[src/fe_rx_pkg.sv]
// constants, codes and state types of the 100 Mb/s receive decode path
// assumes a 125 MHz core clock and a 125 MHz symbol clock sampled as a pin
package fe_rx_pkg;

   // ***************************************************************
   // timing
   // ***************************************************************
   localparam int CLK_PERIOD_NS     = 8;
   localparam int SYM_PERIOD_NS     = 8;
   localparam int STAB_TIME_US      = 500;
   localparam int STAB_CYCLES       = (STAB_TIME_US * 1000 + CLK_PERIOD_NS - 1) / CLK_PERIOD_NS;
   localparam int RECOV_TIME_US     = 10;
   localparam int RECOV_CYCLES      = (RECOV_TIME_US * 1000) / CLK_PERIOD_NS;
   localparam int SYNC_TIMEOUT_US   = 722;
   localparam int SYNC_TIMEOUT_SYMS = (SYNC_TIMEOUT_US * 1000) / SYM_PERIOD_NS;

   // ***************************************************************
   // descrambler and equalizer
   // ***************************************************************
   localparam logic [10:0] LFSR_RESET     = 11'h7ff;
   localparam logic [5:0]  LOCK_MATCH_BITS = 6'h3c;
   localparam logic [4:0]  IDLE_RUN_BITS   = 5'h1e;
   localparam logic [10:0] EQ_FAST_SYMS    = 11'h400;
   localparam logic [5:0]  GAIN_RESET      = 6'h20;
   localparam logic [5:0]  GAIN_MAX        = 6'h3f;
   localparam logic [5:0]  GAIN_FAST_STEP  = 6'h04;
   localparam logic [5:0]  GAIN_SLOW_STEP  = 6'h01;
   localparam logic [7:0]  MAG_TARGET      = 8'h60;

   // ***************************************************************
   // code-groups and nibbles
   // ***************************************************************
   localparam logic [4:0]  CG_IDLE  = 5'h1f;
   localparam logic [4:0]  CG_J     = 5'h18;
   localparam logic [4:0]  CG_K     = 5'h11;
   localparam logic [4:0]  CG_T     = 5'h0d;
   localparam logic [4:0]  CG_R     = 5'h07;
   localparam logic [14:0] SSD_WIN  = {CG_IDLE, CG_J, CG_K};
   localparam logic [3:0]  PREAMBLE = 4'h5;
   localparam logic [3:0]  ERR_NIB  = 4'he;
   localparam logic [2:0]  CG_LAST  = 3'h4;
   localparam int          FIFO_W   = 5;
   localparam int          FIFO_D   = 8;

   // mlt-3 level codes on the pins
   localparam logic [1:0]  LVL_ZERO = 2'h0;

   typedef enum logic [2:0] {
      LM_DOWN,
      LM_READY,
      LM_UP,
      LM_RECOVER,
      LM_FAIL
   } link_e;

endpackage

[src/rx_fifo.sv]
// small synchronous fifo with valid and ready on both sides
// assumes one clock and asynchronous active-low reset
`timescale 1ns/1ps
module rx_fifo #(
   parameter int W = 5,
   parameter int D = 8
) (
   input  wire logic         clk,
   input  wire logic         arst_n,
   input  wire logic         in_valid,
   output logic              in_ready,
   input  wire logic [W-1:0] in_data,
   output logic              out_valid,
   input  wire logic         out_ready,
   output logic [W-1:0]      out_data
);
   localparam int AW = $clog2(D);

   typedef struct packed {
      logic [D-1:0][W-1:0] mem;
      logic [AW-1:0]       wr;
      logic [AW-1:0]       rd;
      logic [AW:0]         cnt;
   } fifo_s;

   fifo_s s_r;
   fifo_s s_nxt;
   logic  push;
   logic  pop;

   assign in_ready  = (s_r.cnt != (AW+1)'(D));
   assign out_valid = (s_r.cnt != '0);
   assign out_data  = s_r.mem[s_r.rd];
   assign push      = in_valid & in_ready;
   assign pop       = out_valid & out_ready;

   function automatic logic [AW-1:0] ptr_inc(input logic [AW-1:0] p);
      ptr_inc = (p == (AW)'(D - 1)) ? '0 : p + 1'b1;
   endfunction

   always_comb begin
      s_nxt = s_r;
      if (push) begin
         s_nxt.mem[s_r.wr] = in_data;
         s_nxt.wr          = ptr_inc(s_r.wr);
      end
      if (pop) begin
         s_nxt.rd = ptr_inc(s_r.rd);
      end
      if (push && !pop) begin
         s_nxt.cnt = s_r.cnt + 1'b1;
      end else if (pop && !push) begin
         s_nxt.cnt = s_r.cnt - 1'b1;
      end
   end

   always_ff @(posedge clk or negedge arst_n) begin
      if (!arst_n) begin
         s_r <= '0;
      end else begin
         s_r <= s_nxt;
      end
   end
endmodule

[src/fe_rx_decode.sv]
// 100 Mb/s receive decode path: mlt-3 to nrz, descrambler, 5b/4b, link monitor
// assumes line pins are asynchronous to clk and the symbol clock is a sampled pin
//
// What this block does
// - MLT-3 to NRZI, then NRZI to NRZ
// - deserialize, align 5-bit groups, map to nibbles
// - descrambler locks on received IDLE sequence
// - no nibbles decoded while unlocked
// - locked descrambler keeps checking its sync
// - lost sync reacquired from IDLE symbols
// - packet start needs IDLE then J then K
// - alignment kept from start to next start
// - J and K replaced by two 0101 nibbles
// - every packet code-group becomes a nibble, except T or IDLE, which wait on the next group
// - stop on T R or two IDLEs
// - symbols sampled on recovered clock
// - receive input from selected cable pair
// - equalizer steers gain toward target amplitude
// - large gain steps first, small later
// - standard link monitor state machine
// - optional link down on sync loss
// - add-ons off after reset
// - level change is one, no change zero
// - sixteen data groups, rest control or invalid
// - delimiters J K and T R codes
// - control inside data gives error nibble
`timescale 1ns/1ps
module fe_rx_decode #(
   parameter int STAB_CYCLES       = fe_rx_pkg::STAB_CYCLES,
   parameter int SYNC_TIMEOUT_SYMS = fe_rx_pkg::SYNC_TIMEOUT_SYMS
) (
   input  wire logic       clk,
   input  wire logic       arst_n,
   input  wire logic       sym_clk_pin,
   input  wire logic       pair_sel,
   input  wire logic [1:0] pair_a_lvl,
   input  wire logic [1:0] pair_b_lvl,
   input  wire logic [7:0] pair_a_mag,
   input  wire logic [7:0] pair_b_mag,
   input  wire logic       energy_det,
   input  wire logic       cfg_recovery_en,
   input  wire logic       cfg_sync_drop_en,
   input  wire logic       mac_ready,
   output logic [3:0]      rxd,
   output logic            rx_dv,
   output logic            rx_er,
   output logic            crs,
   output logic            scr_locked,
   output logic            tx_allow,
   output logic            link_up,
   output logic            link_restart,
   output logic [5:0]      vga_gain,
   output logic            overrun
);
   localparam logic [19:0] STAB_LAST  = 20'(STAB_CYCLES - 1);
   localparam logic [19:0] RECOV_LAST = 20'(fe_rx_pkg::RECOV_CYCLES - 1);
   localparam logic [19:0] SYNC_TO    = 20'(SYNC_TIMEOUT_SYMS);

   typedef struct packed {
      logic [2:0]        clk_sy;
      logic [3:0]        lvl_s1;
      logic [3:0]        lvl_s2;
      logic [15:0]       mag_s1;
      logic [15:0]       mag_s2;
      logic [1:0]        sel_s;
      logic [1:0]        energy_s;
      logic [1:0]        rec_s;
      logic [1:0]        drop_s;
      logic [1:0]        lvl_q;
      logic              nrzi_q;
      logic [10:0]       lfsr;
      logic              locked;
      logic [5:0]        match_cnt;
      logic [4:0]        ones_run;
      logic [19:0]       idle_tmr;
      logic [14:0]       sh;
      logic [2:0]        phase;
      logic              in_pkt;
      logic              t_pend;
      logic              i_pend;
      logic              pre_pend;
      logic              push_v;
      logic [4:0]        push_d;
      logic              overrun;
      logic [5:0]        gain;
      logic [10:0]       eq_cnt;
      fe_rx_pkg::link_e  lm;
      logic [19:0]       lm_tmr;
      logic              restart;
   } st_s;

   st_s        s_r;
   st_s        s_nxt;
   logic       fifo_in_ready;
   logic [4:0] fifo_out;
   logic       sym_edge;
   logic [1:0] lvl_cur;
   logic [7:0] mag_cur;

   // ***************************************************************
   // 5b to 4b lookup: bit 4 set for the sixteen data groups
   // ***************************************************************
   function automatic logic [4:0] cg_decode(input logic [4:0] cg);
      case (cg)
         5'h1e:   cg_decode = 5'h10;
         5'h09:   cg_decode = 5'h11;
         5'h14:   cg_decode = 5'h12;
         5'h15:   cg_decode = 5'h13;
         5'h0a:   cg_decode = 5'h14;
         5'h0b:   cg_decode = 5'h15;
         5'h0e:   cg_decode = 5'h16;
         5'h0f:   cg_decode = 5'h17;
         5'h12:   cg_decode = 5'h18;
         5'h13:   cg_decode = 5'h19;
         5'h16:   cg_decode = 5'h1a;
         5'h17:   cg_decode = 5'h1b;
         5'h1a:   cg_decode = 5'h1c;
         5'h1b:   cg_decode = 5'h1d;
         5'h1c:   cg_decode = 5'h1e;
         5'h1d:   cg_decode = 5'h1f;
         default: cg_decode = 5'h00;
      endcase
   endfunction

   assign sym_edge = s_r.clk_sy[1] & ~s_r.clk_sy[2];

   // pair choice is made only after pins and selector are synchronised
   assign lvl_cur = s_r.sel_s[1] ? s_r.lvl_s2[3:2] : s_r.lvl_s2[1:0];
   assign mag_cur = s_r.sel_s[1] ? s_r.mag_s2[15:8] : s_r.mag_s2[7:0];

   // ***************************************************************
   // next state
   // ***************************************************************
   always_comb begin
      logic       nrzi_b;
      logic       nrz_b;
      logic       ks;
      logic       plain;
      logic [14:0] sh_n;
      logic [4:0] code;
      logic [4:0] dec;
      logic       emit_v;
      logic [4:0] emit_d;
      logic [5:0] step;
      logic       energy;
      nrzi_b = 1'b0;
      nrz_b  = 1'b0;
      ks     = 1'b0;
      plain  = 1'b0;
      sh_n   = s_r.sh;
      code   = '0;
      dec    = '0;
      emit_v = 1'b0;
      emit_d = '0;
      step   = fe_rx_pkg::GAIN_SLOW_STEP;
      energy = s_r.energy_s[1];
      s_nxt  = s_r;
      s_nxt.restart  = 1'b0;
      s_nxt.clk_sy   = {s_r.clk_sy[1:0], sym_clk_pin};
      s_nxt.lvl_s1   = {pair_b_lvl, pair_a_lvl};
      s_nxt.lvl_s2   = s_r.lvl_s1;
      s_nxt.mag_s1   = {pair_b_mag, pair_a_mag};
      s_nxt.mag_s2   = s_r.mag_s1;
      s_nxt.sel_s    = {s_r.sel_s[0], pair_sel};
      s_nxt.energy_s = {s_r.energy_s[0], energy_det};
      s_nxt.rec_s    = {s_r.rec_s[0], cfg_recovery_en};
      s_nxt.drop_s   = {s_r.drop_s[0], cfg_sync_drop_en};

      // hold a word until the fifo takes it
      if (s_r.push_v && fifo_in_ready) begin
         s_nxt.push_v = 1'b0;
      end
      if (s_r.pre_pend && !s_nxt.push_v) begin
         s_nxt.push_v   = 1'b1;
         s_nxt.push_d   = {1'b0, fe_rx_pkg::PREAMBLE};
         s_nxt.pre_pend = 1'b0;
      end

      if (sym_edge) begin
         nrzi_b       = s_r.nrzi_q ^ (lvl_cur != s_r.lvl_q);
         nrz_b        = nrzi_b ^ s_r.nrzi_q;
         s_nxt.lvl_q  = lvl_cur;
         s_nxt.nrzi_q = nrzi_b;
         ks           = s_r.lfsr[10] ^ s_r.lfsr[8];
         plain        = nrz_b ^ ks;
         if (!s_r.locked) begin
            // idle is all ones, so the line bit inverted is the keystream
            s_nxt.lfsr = {s_r.lfsr[9:0], ~nrz_b};
            if (ks == ~nrz_b) begin
               if (s_r.match_cnt == fe_rx_pkg::LOCK_MATCH_BITS - 6'h01) begin
                  s_nxt.locked    = 1'b1;
                  s_nxt.match_cnt = '0;
                  s_nxt.idle_tmr  = '0;
               end else begin
                  s_nxt.match_cnt = s_r.match_cnt + 6'h01;
               end
            end else begin
               s_nxt.match_cnt = '0;
            end
         end else begin
            s_nxt.lfsr = {s_r.lfsr[9:0], ks};
            if (!plain) begin
               s_nxt.ones_run = '0;
            end else if (s_r.ones_run != fe_rx_pkg::IDLE_RUN_BITS) begin
               s_nxt.ones_run = s_r.ones_run + 5'h01;
            end
            if (s_r.ones_run == fe_rx_pkg::IDLE_RUN_BITS) begin
               s_nxt.idle_tmr = '0;
            end else if (s_r.idle_tmr == SYNC_TO) begin
               s_nxt.locked = 1'b0;
            end else begin
               s_nxt.idle_tmr = s_r.idle_tmr + 20'h00001;
            end

            sh_n     = {s_r.sh[13:0], plain};
            s_nxt.sh = sh_n;
            if (!s_r.in_pkt) begin
               if (sh_n == fe_rx_pkg::SSD_WIN) begin
                  s_nxt.in_pkt   = 1'b1;
                  s_nxt.phase    = '0;
                  s_nxt.pre_pend = 1'b1;
                  s_nxt.overrun  = 1'b0;
                  emit_v         = 1'b1;
                  emit_d         = {1'b0, fe_rx_pkg::PREAMBLE};
               end
            end else if (s_r.phase == fe_rx_pkg::CG_LAST) begin
               s_nxt.phase = '0;
               code        = sh_n[4:0];
               dec         = cg_decode(code);
               if (s_r.t_pend) begin
                  s_nxt.t_pend = 1'b0;
                  if (code == fe_rx_pkg::CG_R) begin
                     s_nxt.in_pkt = 1'b0;
                  end else begin
                     emit_v = 1'b1;
                     emit_d = {1'b1, fe_rx_pkg::ERR_NIB};
                  end
               end else if (s_r.i_pend) begin
                  s_nxt.i_pend = 1'b0;
                  if (code == fe_rx_pkg::CG_IDLE) begin
                     s_nxt.in_pkt = 1'b0;
                  end else begin
                     emit_v = 1'b1;
                     emit_d = {1'b1, fe_rx_pkg::ERR_NIB};
                  end
               end else if (code == fe_rx_pkg::CG_T) begin
                  s_nxt.t_pend = 1'b1;
               end else if (code == fe_rx_pkg::CG_IDLE) begin
                  s_nxt.i_pend = 1'b1;
               end else if (dec[4]) begin
                  emit_v = 1'b1;
                  emit_d = {1'b0, dec[3:0]};
               end else begin
                  emit_v = 1'b1;
                  emit_d = {1'b1, fe_rx_pkg::ERR_NIB};
               end
            end else begin
               s_nxt.phase = s_r.phase + 3'h1;
            end
         end

         // gain adaptation on the selected pair's amplitude
         if (s_r.eq_cnt < fe_rx_pkg::EQ_FAST_SYMS) begin
            step         = fe_rx_pkg::GAIN_FAST_STEP;
            s_nxt.eq_cnt = s_r.eq_cnt + 11'h001;
         end
         if (mag_cur > fe_rx_pkg::MAG_TARGET) begin
            s_nxt.gain = (s_r.gain > step) ? s_r.gain - step : '0;
         end else if (mag_cur < fe_rx_pkg::MAG_TARGET) begin
            s_nxt.gain = (s_r.gain < fe_rx_pkg::GAIN_MAX - step) ?
                         s_r.gain + step : fe_rx_pkg::GAIN_MAX;
         end
      end

      if (emit_v) begin
         if (s_nxt.push_v) begin
            s_nxt.overrun = 1'b1;
         end
         s_nxt.push_v = 1'b1;
         s_nxt.push_d = emit_d;
      end

      if (!energy) begin
         s_nxt.locked    = 1'b0;
         s_nxt.match_cnt = '0;
         s_nxt.eq_cnt    = '0;
      end
      if (!s_nxt.locked) begin
         s_nxt.in_pkt   = 1'b0;
         s_nxt.t_pend   = 1'b0;
         s_nxt.i_pend   = 1'b0;
         s_nxt.pre_pend = 1'b0;
      end

      // ************************************************************
      // link monitor
      // ************************************************************
      case (s_r.lm)
         fe_rx_pkg::LM_DOWN: begin
            s_nxt.lm_tmr = '0;
            if (energy) begin
               s_nxt.lm = fe_rx_pkg::LM_READY;
            end
         end
         fe_rx_pkg::LM_READY: begin
            if (!energy) begin
               s_nxt.lm = fe_rx_pkg::LM_DOWN;
            end else if (s_r.lm_tmr == STAB_LAST) begin
               s_nxt.lm = fe_rx_pkg::LM_UP;
            end else begin
               s_nxt.lm_tmr = s_r.lm_tmr + 20'h00001;
            end
         end
         fe_rx_pkg::LM_UP: begin
            s_nxt.lm_tmr = '0;
            if (s_r.drop_s[1] && !s_r.locked) begin
               s_nxt.lm = fe_rx_pkg::LM_DOWN;
            end else if (!energy) begin
               s_nxt.lm = s_r.rec_s[1] ? fe_rx_pkg::LM_RECOVER : fe_rx_pkg::LM_FAIL;
            end
         end
         fe_rx_pkg::LM_RECOVER: begin
            if (energy) begin
               s_nxt.lm = fe_rx_pkg::LM_UP;
            end else if (s_r.lm_tmr == RECOV_LAST) begin
               s_nxt.lm = fe_rx_pkg::LM_FAIL;
            end else begin
               s_nxt.lm_tmr = s_r.lm_tmr + 20'h00001;
            end
         end
         fe_rx_pkg::LM_FAIL: begin
            s_nxt.restart = 1'b1;
            s_nxt.lm      = fe_rx_pkg::LM_DOWN;
         end
         default: begin
            s_nxt.lm = fe_rx_pkg::LM_DOWN;
         end
      endcase
   end

   always_ff @(posedge clk or negedge arst_n) begin
      if (!arst_n) begin
         s_r      <= '0;
         s_r.lfsr <= fe_rx_pkg::LFSR_RESET;
         s_r.gain <= fe_rx_pkg::GAIN_RESET;
         s_r.lm   <= fe_rx_pkg::LM_DOWN;
      end else begin
         s_r <= s_nxt;
      end
   end

   // ***************************************************************
   // nibble buffer toward the mac
   // ***************************************************************
   rx_fifo #(
      .W (fe_rx_pkg::FIFO_W),
      .D (fe_rx_pkg::FIFO_D)
   ) u_fifo (
      .clk       (clk),
      .arst_n    (arst_n),
      .in_valid  (s_r.push_v),
      .in_ready  (fifo_in_ready),
      .in_data   (s_r.push_d),
      .out_valid (rx_dv),
      .out_ready (mac_ready),
      .out_data  (fifo_out)
   );

   assign rxd          = fifo_out[3:0];
   assign rx_er        = fifo_out[4];
   assign crs          = s_r.in_pkt;
   assign scr_locked   = s_r.locked;
   assign tx_allow     = s_r.locked;
   assign link_up      = (s_r.lm == fe_rx_pkg::LM_UP);
   assign link_restart = s_r.restart;
   assign vga_gain     = s_r.gain;
   assign overrun      = s_r.overrun;
endmodule

[config.mk]
export PLATFORM = sky130hd
export DESIGN_NAME = fe_rx_decode
export DESIGN_NICKNAME = d
export VERILOG_FILES = /design/src/fe_rx_pkg.sv /design/src/rx_fifo.sv /design/src/fe_rx_decode.sv
export SDC_FILE = /design/constraint.sdc
export NUM_CORES = 1
export LEC_CHECK = 0
export ABC_AREA = 1
export BUFFER_PORTS_ARGS = -buffer_cell sky130_fd_sc_hd__buf_2
export CAP_MARGIN = 15
export CORE_AREA = 2 2 149 151
export DETAILED_ROUTE_END_ITERATION = 10
export DIE_AREA = 0 0 151 153
export GPL_ROUTABILITY_DRIVEN = 0
export HOLD_SLACK_MARGIN = 0.12
export PLACE_DENSITY = 0.66
export SYNTH_ARGS = -nofsm -noshare
export SYNTH_HDL_FRONTEND = slang
export SYNTH_SLANG_ARGS = --single-unit
[constraint.sdc]
create_clock -name clk -period 3.61 [get_ports clk]
set_clock_uncertainty 0.05 [all_clocks]
set_input_delay 0 -clock clk [delete_from_list [all_inputs] [get_ports clk]]
set_output_delay 0 -clock clk [all_outputs]
set_load 0.05 [all_outputs]
### Word-level counts from Yosys, hierarchy flattened

Memory sizes are Yosys's and may differ from the RTL's.
Cells that the tools add are included.

* output and inout bits: 18
* register bits: 217
* bits of input ports: 28
* memories: 1
* bits in read-only memories: 160

Memories
* (name not given): depth 32, width 5, rd ports 1, clocked after Yosys merged registers in 0, write ports 0, RTL line fe_rx_decode.sv:104 `case (cg)`

* magnitude comparators: 8
* eq/ne operators: 38
* add/subtract/negate cells: 13
* bitwise gates (word level): 9
* reduce and logical (&&, ||, !) cells: 32
* mux-type cells: 103

Operator list (count)
* 20-bit 2-to-1 mux: 9
* 5-bit 2-to-1 mux: 20
* 20-bit one-hot mux with 3 select lines: 1
* 54-bit 2-to-1 mux: 1
* 6-bit 2-to-1 mux: 8
* 3-bit 2-to-1 mux: 14
* 20-bit by 1-bit adder with 20-bit output (second input constant): 2
* 40-bit bitwise mux: 1
* 1-bit 2-to-1 mux: 29
* 11-bit 2-to-1 mux: 2
* 22-bit 2-to-1 mux: 1
* 7-bit 2-to-1 mux: 3
* 20-bit by 11-bit equality test with 1-bit output (second input constant): 1
* 20-bit by 16-bit equality test with 1-bit output (second input constant): 1
* 20-bit by 17-bit equality test with 1-bit output (second input constant): 1
* 4-bit 2-to-1 mux: 5
* 18-bit 2-to-1 mux: 1
* 2-bit inequality test (second input constant): 9
* 5-bit binary-select mux with 3-bit select: 1
* 5-bit demux with 3-bit select: 1
* 15-bit equality test (second input constant): 1
* 3-bit equality test (second input constant): 4
* 3-bit one-hot mux with 4 select lines: 1
* 4-bit AND reduction: 3
* 44 further kinds: 83

### Logic depth before layout (Yosys ltp)

An unclocked memory read counts as a cell.

* depth in word-level cells: 20
* gate-level depth with buffers: 17
* gate-level depth less buffers: 17

### Hierarchy

Synthesis repeated with hierarchy kept, for this count alone.

* cells, all modules: 1297
* area, all modules: 10819.1 um^2

By module, submodules not included
* fe_rx_decode: area an instance 8149.1 um^2, cells an instance 938, instances 1, sequential area each 4144.0 um^2
* rx_fifo: area an instance 2670.1 um^2, cells an instance 359, instances 1, sequential area each 1251.2 um^2

### Worst setup path after synthesis

No wires, ideal clock.

* path type: flip-flop to flip-flop
* from: register u_fifo.s_r[0] (netlist bit)
* to: register u_fifo.s_r[3] (netlist bit)
* data required time: 3439 ps
* slack: 1099 ps
* arrival time: 2339 ps
* buffers on the path: 0
* stages on the path, launching flop included: 13
* library setup time: 121 ps
* cell sequence: dfrtp_1 nor2_1 nand3_1 nand2_1 ha_1 inv_1 ha_1 a21o_1 a21oi_1 nor2_1 nor2_1 nand2_1 xor2_1

* cells in the longest elaborated chain, start to end: 5
* elaborated cells on any way between the ends: 13
* those cells by class: add/sub (2); eq/ne (1); mux (2); bitwise (2); reduce/logical (6)

Ends and longest elaborated chain
* start, declared: RTL line rx_fifo.sv:26 `fifo_s s_r;`
* start signal, assigned: RTL line rx_fifo.sv:61 `s_r <= s_nxt;`
* 4-bit nonzero test *: RTL line rx_fifo.sv:32 `assign out_valid = (s_r.cnt != '0);`
* net rx_dv: RTL line fe_rx_decode.sv:45 `output logic rx_dv,`
* 1-bit AND *: RTL line rx_fifo.sv:35 `assign pop = out_valid & out_ready;`
* 1-bit logical NOT: RTL line rx_fifo.sv:50 `if (push && !pop) begin`
* 1-bit logical AND: RTL line rx_fifo.sv:50
* 4-bit 2-to-1 mux / 2-bit nonzero test (equally long branches)

The timed path passes the listed nets; every way through them passes the cells marked *. The select of a mux whose other input is x is not followed.
A chain may end at the register's enable or synchronous reset.

### Worst setup path after layout

* from: register u_fifo.s_r[4] (netlist bit)
* to: output rxd[2]

* cells in the longest elaborated chain, start to end: 2

Ends and longest elaborated chain
* 5-bit binary-select mux with 3-bit select: RTL line rx_fifo.sv:33 `assign out_data = s_r.mem[s_r.rd];`
* 5-bit 2-to-1 mux (not written as such): RTL line rx_fifo.sv:33
* end, declared: RTL line fe_rx_decode.sv:44 `output logic [3:0] rxd,`

No other way between the ends. The select of a mux whose other input is x is not followed.

==> impl_results.md <==
- Worst EP required: 3.56 ns
- Pwr dens: 540 mW/mm²
- Diodes inserted: 0
- Clk sinks: 215
- Final Slew Violations: 0
- Net Count, Synth: 1273
- Area delta synth->final: 17.0%
- Clock slew at reported path FFs: 0.06 ns
- Number of CTS-inserted buffers: 24
- Hold Violations, Final: 0
- Post-Route WL: 22000 µm
- Crit path time final: 2.53 ns
- Number of global-route vias before repair: 7920
- Top-count cell post-synth: nand2_1
- Top cell type's share of synthesized area: 48.1%
- CTS tree: built
- Most area-consuming cells after synthesis: dfrtp_1 (48%), nand2_1 (8.5%), o21ai_0 (6.3%), inv_1 (4.7%), nor2_1 (4.3%)
- Register area share after synthesis: 51.1%
- Max Cap Viol: 0
- Vias per cell: 5.16
- Port buffer count: 45
- Critical Path Fanout Max: 23
- CP endpoint kind: primary output
- Die Span Y: 153 µm
- WHS: 0.293 ns
- Dominant cell type by area after synthesis: dfrtp_1
- Worst-margin pin slew: 0.865 ns
- Critical path startpoint: u_fifo.s_r[4]
- First-pass GRT wire length: 37600 µm
- Final period utilization: 70.1%
- CP max stage cell: inv_1
- Leak Pwr: 0.00558 µW
- Layout fillers: 1930
- DP HPWL: 14500 µm
- Layout Nets: 1369
- Relative slew margins: 42.1%
- Yosys warnings: 0
- Overall Global Routing Usage: 19.7%
- Root buffer cell: clkbuf_16
- Netlist cell types: 57
- EDFF count, synth: 0
- DRC errors left: 0
- Share of cells above drive strength 1: 11.8%
- H-tree depth: 1
- Cell chain of the critical path: buf_4 -> inv_1 -> o21ai_0 -> o22ai_1 -> nor2_1 -> a31oi_1 -> buf_2
- DRT iter0 DRCs: 479
- Row count: 54
- CTS Buffer Depth: 3
- Post-synthesis area per instance: 8.68 µm²
- Crit path DAT: 2.48 ns
- Synth Instances: 1217
- Top Ports: 46
- Initial antenna violation count: 0
- DIE WIDTH: 151 µm
- Status: completed
- Pre-antenna DRT Iters: 5
- Post-route ant nets: 0
- Final setup TNS: 0 ns
- List of most frequent post-synthesis cells: nand2_1 (240), dfrtp_1 (203), o21ai_0 (133)
- Pin count of the biggest net entering global routing: 91
- PostCTS Resize Cnt: 0
- Hold_sp: s_nxt[133]
- Top FF cell, synth: dfrtp_1
- Asr flop ratio synth: 100%
- Gr ovfl total: 0
- RR Startpoint: s_r[166]
- Setup bufs post-CTS: 0
- Crit path largest cell delay: 0.48 ns
- Final Util: 57.5%
- Die area: 0.0231 mm²
- Post-Synthesis Cell Area: 0.0106 mm²
- RSZ-0062 raised after global routing: no
- Vias: 8309
- Worst min-delay path class: reg2reg
- Starting Density: 49.2%
- CP startpoint kind: flip-flop
- Drt wl/cell: 13.7 µm
- Core box area: 0.0215 mm²
- Final setup fails: 0
- Kind of critical path: reg2out
- Fmax: 395 MHz
- Yosys reg bits: 215
- Worst skew pair latency: 0.51 ns
- Worst VDD drop: 344 µV
-- kinds of logic after synthesis --
kind of cell | after synthesis | synth area share, %
and+or+nand+nor | 545 | 24.0
xor gates and xnor gates | 31 | 2.57
muxes | 1 | 0.107
adders and majority gates | 28 | 3.39
AOI/OAI and AO/OA | 219 | 11.9
buffers and inverters | 178 | 6.95
DFF | 215 | 51.1
-- path summary, 6_finish.rpt --
check                           slack (ns)        to  cells past startpoint
worst min register to register        0.29  s_r[133]                      0
max in group asynchronous             2.28  s_r[125]                      4
worst max-delay path                  1.08    rxd[2]                      7
worst min-delay path                  0.29  s_r[133]                      0
min in group asynchronous             0.60  s_r[111]                      3
worst max register to register        1.14   overrun                     10
-- critical path, delay by kind of cell (launching register included) --
kind	cells	cell delay [ns]
AO/OA/AOI/OAI	3	0.54
buffers and inverters	3	1.00
flip-flops	1	0.36
AND/OR/NAND/NOR	1	0.06
-- power breakdown --
part	switching [µW]	total [µW]	internal [µW]
combinational	1060	1530	465
sequential	155	2730	2580
clock	939	2410	1480
total	2160	6680	4520
-- placed cells by master (no fill, tap or decap), drive strengths merged, types with 3 or more instances in the layout --
master	synthesis	layout
nand2	256	256
dfrtp	203	203
inv	142	142
o21ai	140	140
nor2	127	127
nand3	65	65
dlygate4sd3	0	53
buf	16	51
nor3	43	43
clkbuf	18	37
a21oi	31	31
nand4	30	30
ha	27	27
xor2	22	22
o31ai	14	14
nor4	12	12
dfstp	12	12
o22ai	11	11
a31oi	10	10
xnor2	9	9
nor3b	6	6
clkinv	2	6
or2	3	3
o211ai	3	3
-- cell type report --
| class | count | area (µm²) | area share, % |
|---|---|---|---|
| Inverter | 144 | 546 | 4.41 |
| Clock inverter | 7 | 87.6 | 0.709 |
| Tap cell | 280 | 350 | 2.83 |
| Clock buffer | 37 | 701 | 5.67 |
| Sequential cell | 215 | 5400 | 43.7 |
| Timing Repair Buffer | 104 | 843 | 6.82 |
| Multi-Input combinational cell | 824 | 4440 | 35.9 |
-- through the flow --
stage               power, µW  std cells  cell area (µm²)  worst slack (ns)
finish                   6680       1611            12400              1.08
detailed placement       4260       1513            11000              1.16
CTS                      6750       1611            12400              1.10
global placement         4230       1513            11000              1.24
floorplan                3910       1217            10600              1.10
global route             7040       1611            12400             0.867
-- layer usage --
| layer | wire length (µm) | share of wire (%) | GRT usage [%] | vias up |
|---|---|---|---|---|
| met2 | 10500 | 48 | 33.0 | 115 |
| met5 | 0 | 0 | 0 | - |
| met3 | 737 | 3.3 | 2.90 | 30 |
| met1 | 10400 | 47 | 27.4 | 3944 |
| met4 | 359 | 1.6 | 3.74 | 0 |
| li1 | - | - | - | 4220 |
-- state kept, by name, summed over array words and instances, names as in the netlist --
| signal | flops |
|---|---|
| crs | 1 |
| link_restart | 1 |
| overrun | 1 |
| s_nxt | 26 |
| s_r | 129 |
| scr_locked | 1 |
| u_fifo.s_r | 50 |
| vga_gain | 6 |
-- repair_timing --
item / in CTS / in global routing
hold endpoints to repair: 246 / 0
endpoints found under the setup margin: 0 / 0
hold buffers: 54 / 0
(Power assumes the default switching activity.)
